--- src/core/fault_qualify_pkg.sv ---
// Constants shared by the fault qualification and latch-off logic.
`default_nettype none
package fault_qualify_pkg;
  localparam int CLK_PERIOD_NS = 10;
  localparam int BLANK_TIME_NS = 1000;
  localparam int BLANK_CYCLES = (BLANK_TIME_NS / CLK_PERIOD_NS) < 1 ? 1 :
                                (BLANK_TIME_NS / CLK_PERIOD_NS);
  localparam int MIN_HIGH_NS = 600;
  localparam int MIN_HIGH_CYCLES = (MIN_HIGH_NS + CLK_PERIOD_NS - 1) / CLK_PERIOD_NS;
  localparam int EVENTS_TO_LATCH = 4;
  localparam int OTP_CYCLES = 4;
  localparam int CNT_W = 8;
  localparam int EVT_W = 3;
endpackage
`default_nettype wire

--- src/core/fault_qualify_latch.sv ---
// Fault qualification, event counting and latch-off control.
// Function
// - Protection input trips when its comparator reports above 3 V.
// - Ignore the comparator for 1 us after each driver turn-off.
// - Count an assertion only if it stays high at least 600 ns.
// - Latch off after 4 successive validated events, one per cycle.
// - Latched: stop drive, clamp supply near 7 V until power cycling.
// - Release latch when hold current falls below 30 uA.
// - Input high in one off time for 4 consecutive clock cycles latches off.
// - Supply above 25.5 V stops pulses at once and latches.
// - In the C variant supply over-voltage recovers automatically.
`timescale 1ns/1ns
`default_nettype none
module fault_qualify_latch #(
  parameter int BLANK_CYCLES = fault_qualify_pkg::BLANK_CYCLES,
  parameter int MIN_HIGH_CYCLES = fault_qualify_pkg::MIN_HIGH_CYCLES,
  parameter int EVENTS_TO_LATCH = fault_qualify_pkg::EVENTS_TO_LATCH,
  parameter int OTP_CYCLES = fault_qualify_pkg::OTP_CYCLES,
  parameter bit C_VARIANT = 1'b0
) (
  // Clock and reset.
  input wire logic CLK,
  input wire logic SYS_RST,
  // Driver timing from the PWM core.
  input wire logic DRV_ON,
  // Comparator and sense inputs.
  input wire logic PROT_ABOVE_3V,
  input wire logic SUPPLY_ABOVE_25V5,
  input wire logic HOLD_CURRENT_LOW,
  // Outputs.
  output logic DRIVE_ENABLE,
  output logic SUPPLY_CLAMP,
  output logic LATCHED,
  output logic OVER_VOLTAGE_FAULT
);
  localparam int CW = fault_qualify_pkg::CNT_W;
  localparam int EW = fault_qualify_pkg::EVT_W;

  typedef enum logic [1:0] {ST_ON, ST_BLANK, ST_SAMPLE} phase_type;

  logic prot_s, ovp_s, hold_low_s;
  logic drv_on_d_r, drv_on_d_nxt;
  phase_type phase_r, phase_nxt;
  logic [CW-1:0] blank_cnt_r, blank_cnt_nxt;
  logic [CW-1:0] high_cnt_r, high_cnt_nxt;
  logic valid_seen_r, valid_seen_nxt;
  logic [EW-1:0] evt_cnt_r, evt_cnt_nxt;
  logic [EW-1:0] otp_cnt_r, otp_cnt_nxt;
  logic latched_r, latched_nxt;
  logic auto_ovp_r, auto_ovp_nxt;
  logic drive_en_r, drive_en_nxt;
  logic clamp_r, clamp_nxt;
  logic ovp_out_r, ovp_out_nxt;
  logic turn_off, cycle_end, high_valid;
  logic otp_trip, evt_valid, evt_empty;

  pin_sync3 u_sync_prot (
    .clk(CLK),
    .rst(SYS_RST),
    .din(PROT_ABOVE_3V),
    .dout(prot_s)
  );
  pin_sync3 u_sync_ovp (
    .clk(CLK),
    .rst(SYS_RST),
    .din(SUPPLY_ABOVE_25V5),
    .dout(ovp_s)
  );
  pin_sync3 u_sync_hold (
    .clk(CLK),
    .rst(SYS_RST),
    .din(HOLD_CURRENT_LOW),
    .dout(hold_low_s)
  );

  // Window logic tracks blanking, pulse width and the over-temperature run.
  always_comb begin
    turn_off = drv_on_d_r && !DRV_ON;
    cycle_end = !drv_on_d_r && DRV_ON;
    high_valid = (high_cnt_r >= CW'(MIN_HIGH_CYCLES - 1)) && prot_s;
    drv_on_d_nxt = DRV_ON;
    phase_nxt = phase_r;
    blank_cnt_nxt = blank_cnt_r;
    high_cnt_nxt = high_cnt_r;
    valid_seen_nxt = valid_seen_r;
    otp_cnt_nxt = otp_cnt_r;
    otp_trip = 1'b0;
    evt_valid = 1'b0;
    evt_empty = 1'b0;
    case (phase_r)
      ST_ON: begin
        if (turn_off) begin
          phase_nxt = ST_BLANK;
          blank_cnt_nxt = '0;
        end
      end
      ST_BLANK: begin
        if (DRV_ON) begin
          phase_nxt = ST_ON;
        end else if (blank_cnt_r >= CW'(BLANK_CYCLES - 1)) begin
          phase_nxt = ST_SAMPLE;
          high_cnt_nxt = '0;
          valid_seen_nxt = 1'b0;
          otp_cnt_nxt = '0;
        end else begin
          blank_cnt_nxt = blank_cnt_r + CW'(1);
        end
      end
      ST_SAMPLE: begin
        if (prot_s) begin
          if (high_cnt_r != {CW{1'b1}}) begin
            high_cnt_nxt = high_cnt_r + CW'(1);
          end
          if (otp_cnt_r != {EW{1'b1}}) begin
            otp_cnt_nxt = otp_cnt_r + EW'(1);
          end
        end else begin
          high_cnt_nxt = '0;
          otp_cnt_nxt = '0;
        end
        if (high_valid) begin
          valid_seen_nxt = 1'b1;
        end
        if (prot_s && otp_cnt_r >= EW'(OTP_CYCLES - 1)) begin
          otp_trip = 1'b1;
        end
        if (cycle_end) begin
          phase_nxt = ST_ON;
          evt_valid = valid_seen_r || high_valid;
          evt_empty = !(valid_seen_r || high_valid);
        end
      end
      default: phase_nxt = ST_ON;
    endcase
  end

  always_ff @(posedge CLK) begin
    if (SYS_RST) begin
      drv_on_d_r <= 1'b0;
      phase_r <= ST_ON;
      blank_cnt_r <= '0;
      high_cnt_r <= '0;
      valid_seen_r <= 1'b0;
      otp_cnt_r <= '0;
    end else begin
      drv_on_d_r <= drv_on_d_nxt;
      phase_r <= phase_nxt;
      blank_cnt_r <= blank_cnt_nxt;
      high_cnt_r <= high_cnt_nxt;
      valid_seen_r <= valid_seen_nxt;
      otp_cnt_r <= otp_cnt_nxt;
    end
  end

  // Latch logic counts events and holds the latch while hold current flows.
  always_comb begin
    evt_cnt_nxt = evt_cnt_r;
    latched_nxt = latched_r;
    auto_ovp_nxt = 1'b0;
    if (evt_valid) begin
      evt_cnt_nxt = evt_cnt_r + EW'(1);
      if (evt_cnt_r >= EW'(EVENTS_TO_LATCH - 1)) begin
        latched_nxt = 1'b1;
      end
    end else if (evt_empty) begin
      evt_cnt_nxt = '0;
    end
    if (otp_trip) begin
      latched_nxt = 1'b1;
    end
    if (ovp_s) begin
      if (C_VARIANT) begin
        auto_ovp_nxt = 1'b1;
      end else begin
        latched_nxt = 1'b1;
      end
    end
    if (hold_low_s) begin
      latched_nxt = 1'b0;
      evt_cnt_nxt = '0;
    end
  end

  always_ff @(posedge CLK) begin
    if (SYS_RST) begin
      evt_cnt_r <= '0;
      latched_r <= 1'b0;
      auto_ovp_r <= 1'b0;
    end else begin
      evt_cnt_r <= evt_cnt_nxt;
      latched_r <= latched_nxt;
      auto_ovp_r <= auto_ovp_nxt;
    end
  end

  // Output logic registers drive permission, clamp and the fault flag.
  always_comb begin
    drive_en_nxt = !latched_nxt && !auto_ovp_nxt && !ovp_s;
    clamp_nxt = latched_nxt;
    ovp_out_nxt = ovp_s;
  end

  always_ff @(posedge CLK) begin
    if (SYS_RST) begin
      drive_en_r <= 1'b0;
      clamp_r <= 1'b0;
      ovp_out_r <= 1'b0;
    end else begin
      drive_en_r <= drive_en_nxt;
      clamp_r <= clamp_nxt;
      ovp_out_r <= ovp_out_nxt;
    end
  end

  assign DRIVE_ENABLE = drive_en_r;
  assign SUPPLY_CLAMP = clamp_r;
  assign LATCHED = latched_r;
  assign OVER_VOLTAGE_FAULT = ovp_out_r;
endmodule
`default_nettype wire

--- src/core/pin_sync3.sv ---
// Three-stage input synchroniser; a change counts when stages two and three agree.
`timescale 1ns/1ns
`default_nettype none
module pin_sync3 (
  input wire logic clk,
  input wire logic rst,
  input wire logic din,
  output logic dout
);
  logic s1_r, s2_r, s3_r, out_r;
  logic s1_nxt, s2_nxt, s3_nxt, out_nxt;
  always_comb begin
    s1_nxt = din;
    s2_nxt = s1_r;
    s3_nxt = s2_r;
    out_nxt = (s2_r == s3_r) ? s3_r : out_r;
  end
  always_ff @(posedge clk) begin
    if (rst) begin
      s1_r <= 1'b0;
      s2_r <= 1'b0;
      s3_r <= 1'b0;
      out_r <= 1'b0;
    end else begin
      s1_r <= s1_nxt;
      s2_r <= s2_nxt;
      s3_r <= s3_nxt;
      out_r <= out_nxt;
    end
  end
  assign dout = out_r;
endmodule
`default_nettype wire

--- config.mk ---
export PLATFORM = sky130hd
export DESIGN_NAME = fault_qualify_latch
export DESIGN_NICKNAME = d
export VERILOG_FILES = /design/src/core/fault_qualify_pkg.sv /design/src/core/fault_qualify_latch.sv /design/src/core/pin_sync3.sv
export SDC_FILE = /design/constraint.sdc
export NUM_CORES = 1
export LEC_CHECK = 0
export BUFFER_PORTS_ARGS = -buffer_cell sky130_fd_sc_hd__buf_2
export CAP_MARGIN = 20
export CORE_ASPECT_RATIO = 0.75
export CORE_MARGIN = 1.5
export CORE_UTILIZATION = 50
export CTS_BUF_LIST = sky130_fd_sc_hd__clkbuf_8
export CTS_CLUSTER_SIZE = 10
export DETAILED_ROUTE_END_ITERATION = 8
export GPL_TIMING_DRIVEN = 0
export PLACE_DENSITY = 0.67
export SLEW_MARGIN = 20
export SYNTH_ARGS = -nofsm -noshare
export SYNTH_HDL_FRONTEND = slang
export SYNTH_SLANG_ARGS = --single-unit
--- constraint.sdc ---
create_clock -name CLK -period 6.7 [get_ports CLK]
set_input_delay 0.335 -clock CLK [delete_from_list [all_inputs] [get_ports CLK]]
set_output_delay 0.335 -clock CLK [all_outputs]
set_load 0.005 [all_outputs]
======== After elaboration in Yosys (flattened, before gate mapping) ========
Cells that the tools add are included.
storage, ports and cells
  register bits ........................... 41
  word-level logic and storage cells ...... 103
  output and inout port bits .............. 4
cells by class
  mux-type cells .......................... 36
  reductions and logical operators ........ 21
  equal/unequal tests ..................... 16
  add/sub/neg operators ................... 4
  $lt $le $gt $ge ......................... 4
operator list
  kind                   count
  $mux W8                7
  $pmux W8 S2            2
  $mux W3                6
  $add A8 B1 Y8 const B  2
  $reduce_and A4 Y1      4
  $mux W1                14
  $ne A2 B2 Y1 const B   6
  $ne A3 B3 Y1 const B   4
  $ge A8 B6 Y1 const B   1
  $ge A8 B7 Y1 const B   1
  $mux W2                4
  $ne A8 B8 Y1 const B   1
  $add A3 B1 Y3 const B  2
  $ge A3 B2 Y1 const B   2
  $pmux W2 S3            1
  $pmux W3 S2            1
  $reduce_bool A2 Y1     3
  $logic_and A1 B1 Y1    5
  $logic_not A1 Y1       5
  $eq A1 B1 Y1           3
  $reduce_and A3 Y1      1
  $eq A2 B1 Y1 const B   1
  $eq A2 B2 Y1 const B   1
  $logic_not A2 Y1       1
  other kinds (3)        3

======== Logic depth before layout (Yosys ltp) ========
  word-level depth ........................ 11
  mapped depth ............................ 8
  gate-level depth less buffers ........... 7

======== Hierarchy ========
From an unflattened synthesis, not the netlist that was laid out.
second synthesis, totals
  cell total of the unflattened synthesis .. 197
  area, all modules ....................... 1854.3 um^2
modules (own cells, without submodules)
  module               cells each  instances  area each (um^2)
  fault_qualify_latch  167         1          1516.5
  pin_sync3            10          3          112.6

======== Worst setup path before layout ========
No wires, ideal clock.
  path kind ............................... register to register
  start ................................... register phase_r[0]
  end ..................................... register high_cnt_r[7]
  clock period less this slack ............ 2.166 ns
  path slack .............................. 4.534 ns
  arrival time ............................ 2.096 ns
  data required time ...................... 6.630 ns
  library setup time ...................... 0.070 ns
  buffers on the path ..................... 1
  cell stages (with the launch flop) ...... 9
  path through ............................ dfxtp_1 inv_1 ha_1 inv_1 or4_4 buf_6 a21o_1 or4_1 a21oi_1
between the ends
  longest elaborated chain between the ends .. 3
  elaborated cells on any way between the ends .. 8
  those cells by class .................... eq/ne (5); mux (1); reduce/logical (2)
RTL lines
  what                                                   RTL line                    source
  start: declaration                                     fault_qualify_latch.sv:43   phase_type phase_r, phase_nxt;
  start signal: assignment                               fault_qualify_latch.sv:147  phase_r <= phase_nxt;
  $eq A2 B2 Y1 or $eq A2 B1 Y1 (tied branches)           fault_qualify_latch.sv:90   case (phase_r)
  $ne A3 B3 Y1 (no source line) (tied with other cells)  -
  $reduce_and A4 Y1 (no source line)                     -
  end signal: assignment                                 fault_qualify_latch.sv:149  high_cnt_r <= high_cnt_nxt;
  end: declaration                                       fault_qualify_latch.sv:45   logic [CW-1:0] high_cnt_r, high_cnt_nxt;
Parallel ways exist; a longest one is shown, timed or not.
A chain may end at the register's enable or synchronous reset.

======== Final worst setup path ========
  start ................................... register phase_r[0]
  end ..................................... register high_cnt_r[5]
Same word-level chain as after synthesis.

==> impl_metrics.ini <==
[worst_setup_path]
crit_arrival_ns = 2.55
critPathMaxFanout = 7
startpoint_type = flip-flop
cp_slowest_cell = or4_4
critPathMostFrequentCell = inv_1
crit_buf_inv = 3
crit_path_cell_trace = inv_1 > ha_1 > inv_1 > or4_4 > buf_6 > a211o_1 > or3_1 > a21oi_1
worstPathRequired_ns = 6.92
max_stage_delay_ns = 0.51
crit_family = simple AND/OR/NAND/NOR gates
path_class = reg -> reg
worstSetupEndpointType = flip-flop

[synthesis]
post-synth-top-area-fraction = 0.440
postSynthAreaPerCell_sq_um = 8.84
syn-cell-area_sq_um = 1870
ys_types = 44
synthCells = 211
synthFlopType = dfxtp_1
yosys.area.top_type = dfxtp_1
syn_nets = 227
async_flop_share = 0
synth_seq_cells = 41
synth_edf_count = 0
yosysWarningCount = 0
ys_seq_area_frac = 0.440
synth_area_leaders = dfxtp_1, ha_1, nor2_1

[floorplan]
die_h_microns = 55.9
num_io_pins = 10
start_util = 0.516
row_count = 19
core_area_sq_um = 3610
die_w_microns = 73.5
die-area_sq_um = 4110

[sta]
drv_slew = 0
setup_viol = 0
finalHoldWorstSlack_ns = 0.255
max_clock_freq_mhz = 429
setup_ws_ns = 4.37
hold_viol = 0
fin_tns_setup_ns = 0
maxSlewHeadroom = 0.597
skew_ns = 0.00498
rsz0062_at_grt = no
worst_slew_pin_slew_ns = 0.599
finalCriticalPeriod_ns = 2.33
fin_crit_sh = 0.348

[grt]
grt_pass1_wl_microns = 6430
grt_max_degree = 14
grt_pass1_vias = 1471
grt_use_total = 0.199
grt_overflow = 0
antenna_found_initial = 0

[clocking]
clk_pin_slew_worst_paths_ns = 0.08
clk_root_buffer_cell = clkbuf_8
cts.hold.buffers_added = 0
clkLatencyLatePin_ns = 0.28
tritoncts = yes
cts_buffers = 5
cts_resized = 0
post_cts_buffers = 0
htreeDepth = 2
cts_sinks = 41
clk_path_buf_depth = 2

[placed_design]
pre_cts_ws_ns = 4.39
place_area_sq_um = 1970
dpl.hpwl_microns = 2580
portBuffers = 8
gp_congestion = 0.776

[cells_and_area]
nNetsFinal = 242
syn_to_final_growth_pct = 12.8
drive_above_1_share = 0.101
antenna_cells = 0
final_area_sq_um = 2100
fin_util = 0.582

[power]
p_leak_nw = 0.786
power.internal_w = 0.000413
peakVddDrop_v = 0.000158
sw_frac_of_total = 0.216
power_density_nw_per_um2 = 251
p_sw_w = 0.000114
seq_power_share = 0.479
p_clk_frac = 0.439
p_comb_frac = 0.083

[detailed_routing]
dr_wl_met3_microns = 181
avgRoutedWirePerCell_microns = 12.5
viasPerCell = 5.48
wirelength_microns = 3490
wl_met2_microns = 1560
drt-met1-wl_microns = 1720
firstDrtPassIters = 4
num_vias = 1528
top_layer = met4
drtIter0Drc = 92
antenna_left = 0
drc_errors = 0

[hold_path]
hold_class = in -> reg

[status]
status = finished, final reports clean

[run]
maxCapViolations = 0
-- state kept, by name (all words and copies together), names as in the netlist --
| signal | count |
|---|---|
| u_sync_hold.s3_r | 1 |
| u_sync_prot.s1_r | 1 |
| u_sync_hold.s1_r | 1 |
| drv_on_d_r | 1 |
| u_sync_ovp.s3_r | 1 |
| DRIVE_ENABLE | 1 |
| u_sync_hold.s2_r | 1 |
| otp_cnt_r | 3 |
| SUPPLY_CLAMP | 1 |
| u_sync_prot.s2_r | 1 |
| u_sync_prot.s3_r | 1 |
| u_sync_hold.dout | 1 |
| OVER_VOLTAGE_FAULT | 1 |
| u_sync_prot.dout | 1 |
| valid_seen_r | 1 |
| u_sync_ovp.s1_r | 1 |
| blank_cnt_r | 8 |
| u_sync_ovp.dout | 1 |
| high_cnt_r | 8 |
| evt_cnt_r | 3 |
| phase_r | 2 |
| u_sync_ovp.s2_r | 1 |
-- routing by layer --
metal / GRT usage / up-vias
met2: 0.305 / 40
met4: 0.0529 / 0
met5: 0 / -
met1: 0.278 / 712
met3: 0.0507 / 5
li1: - / 771
-- synthesized netlist by cell type, types with 2 or more instances --
library cell,n
a211o_1,3
nor4_1,5
nor3_1,7
nand2_1,15
nand2b_1,5
dfxtp_1,41
nand3b_1,2
xnor2_1,7
inv_1,12
or3_1,2
a32oi_1,2
a21o_1,3
clkbuf_1,5
o21ai_0,10
ha_1,10
a211oi_1,4
nand3_1,6
a21oi_1,14
nor2_1,23
nor2b_1,11
-- final timing paths --
check                                      start                to  slack (ns)  cells after the start
worst max-delay path                  phase_r[0]     high_cnt_r[5]        4.37                      8
worst min-delay path               PROT_ABOVE_3V  u_sync_prot.s1_r        0.26                      2
worst max register to register        phase_r[0]     high_cnt_r[5]        4.37                      8
worst min register to register  u_sync_prot.s1_r  u_sync_prot.s2_r        0.45                      1
-- cells in the final DEF (no fill, tap or decap), types with 2 or more instances in the layout --
cell and instances:
nor4_1 5, inv_1 12, xnor2_1 7, bufinv_16 2, a21o_1 3, nor2b_1 11, clkbuf_1 5, ha_1 10
nand3b_1 2, a211o_1 3, nor2_1 23, buf_2 8, a211oi_1 4, or3_1 2, nand3_1 6, o21ai_0 10
a21oi_1 14, nor3_1 7, nand2_1 15, dfxtp_1 41, a32oi_1 2, clkbuf_8 5, nand2b_1 5
-- layout make-up --
cell class,count,area [sq um]
clock buffers,5,68.8
inverters,12,45.0
fillers,341,1510
plain buffers,7,37.5
flip-flops and latches,41,821
multi-input cells,151,962
clock inverters,3,65.1
repair buffers,8,40.0
well taps,52,65.1
-- per-stage QoR --
stage,power [W],cells
after floorplan,0.000290,211
after detailed placement,0.000301,271
final,0.000527,279
after global routing,0.000550,279
after global placement,0.000299,271
after CTS,0.000532,279
-- power by group through the flow --
stage / Combinational [W] / Sequential [W] / Clock, W
after floorplan: 0.0000327 / 0.000257 / 0
after global placement: 0.0000416 / 0.000258 / 0
after detailed placement: 0.0000428 / 0.000258 / 0
after CTS: 0.0000431 / 0.000252 / 0.000236
after global routing: 0.0000486 / 0.000253 / 0.000248
final: 0.0000435 / 0.000252 / 0.000231
-- cells by family after synthesis --
group           synth area share
xor+xnor                  0.0376
fa+ha+maj                 0.0671
compound gates             0.178
buf+inv                   0.0443
flops                      0.440
simple gates               0.221
mux                       0.0114
(Power assumes the default switching activity.)
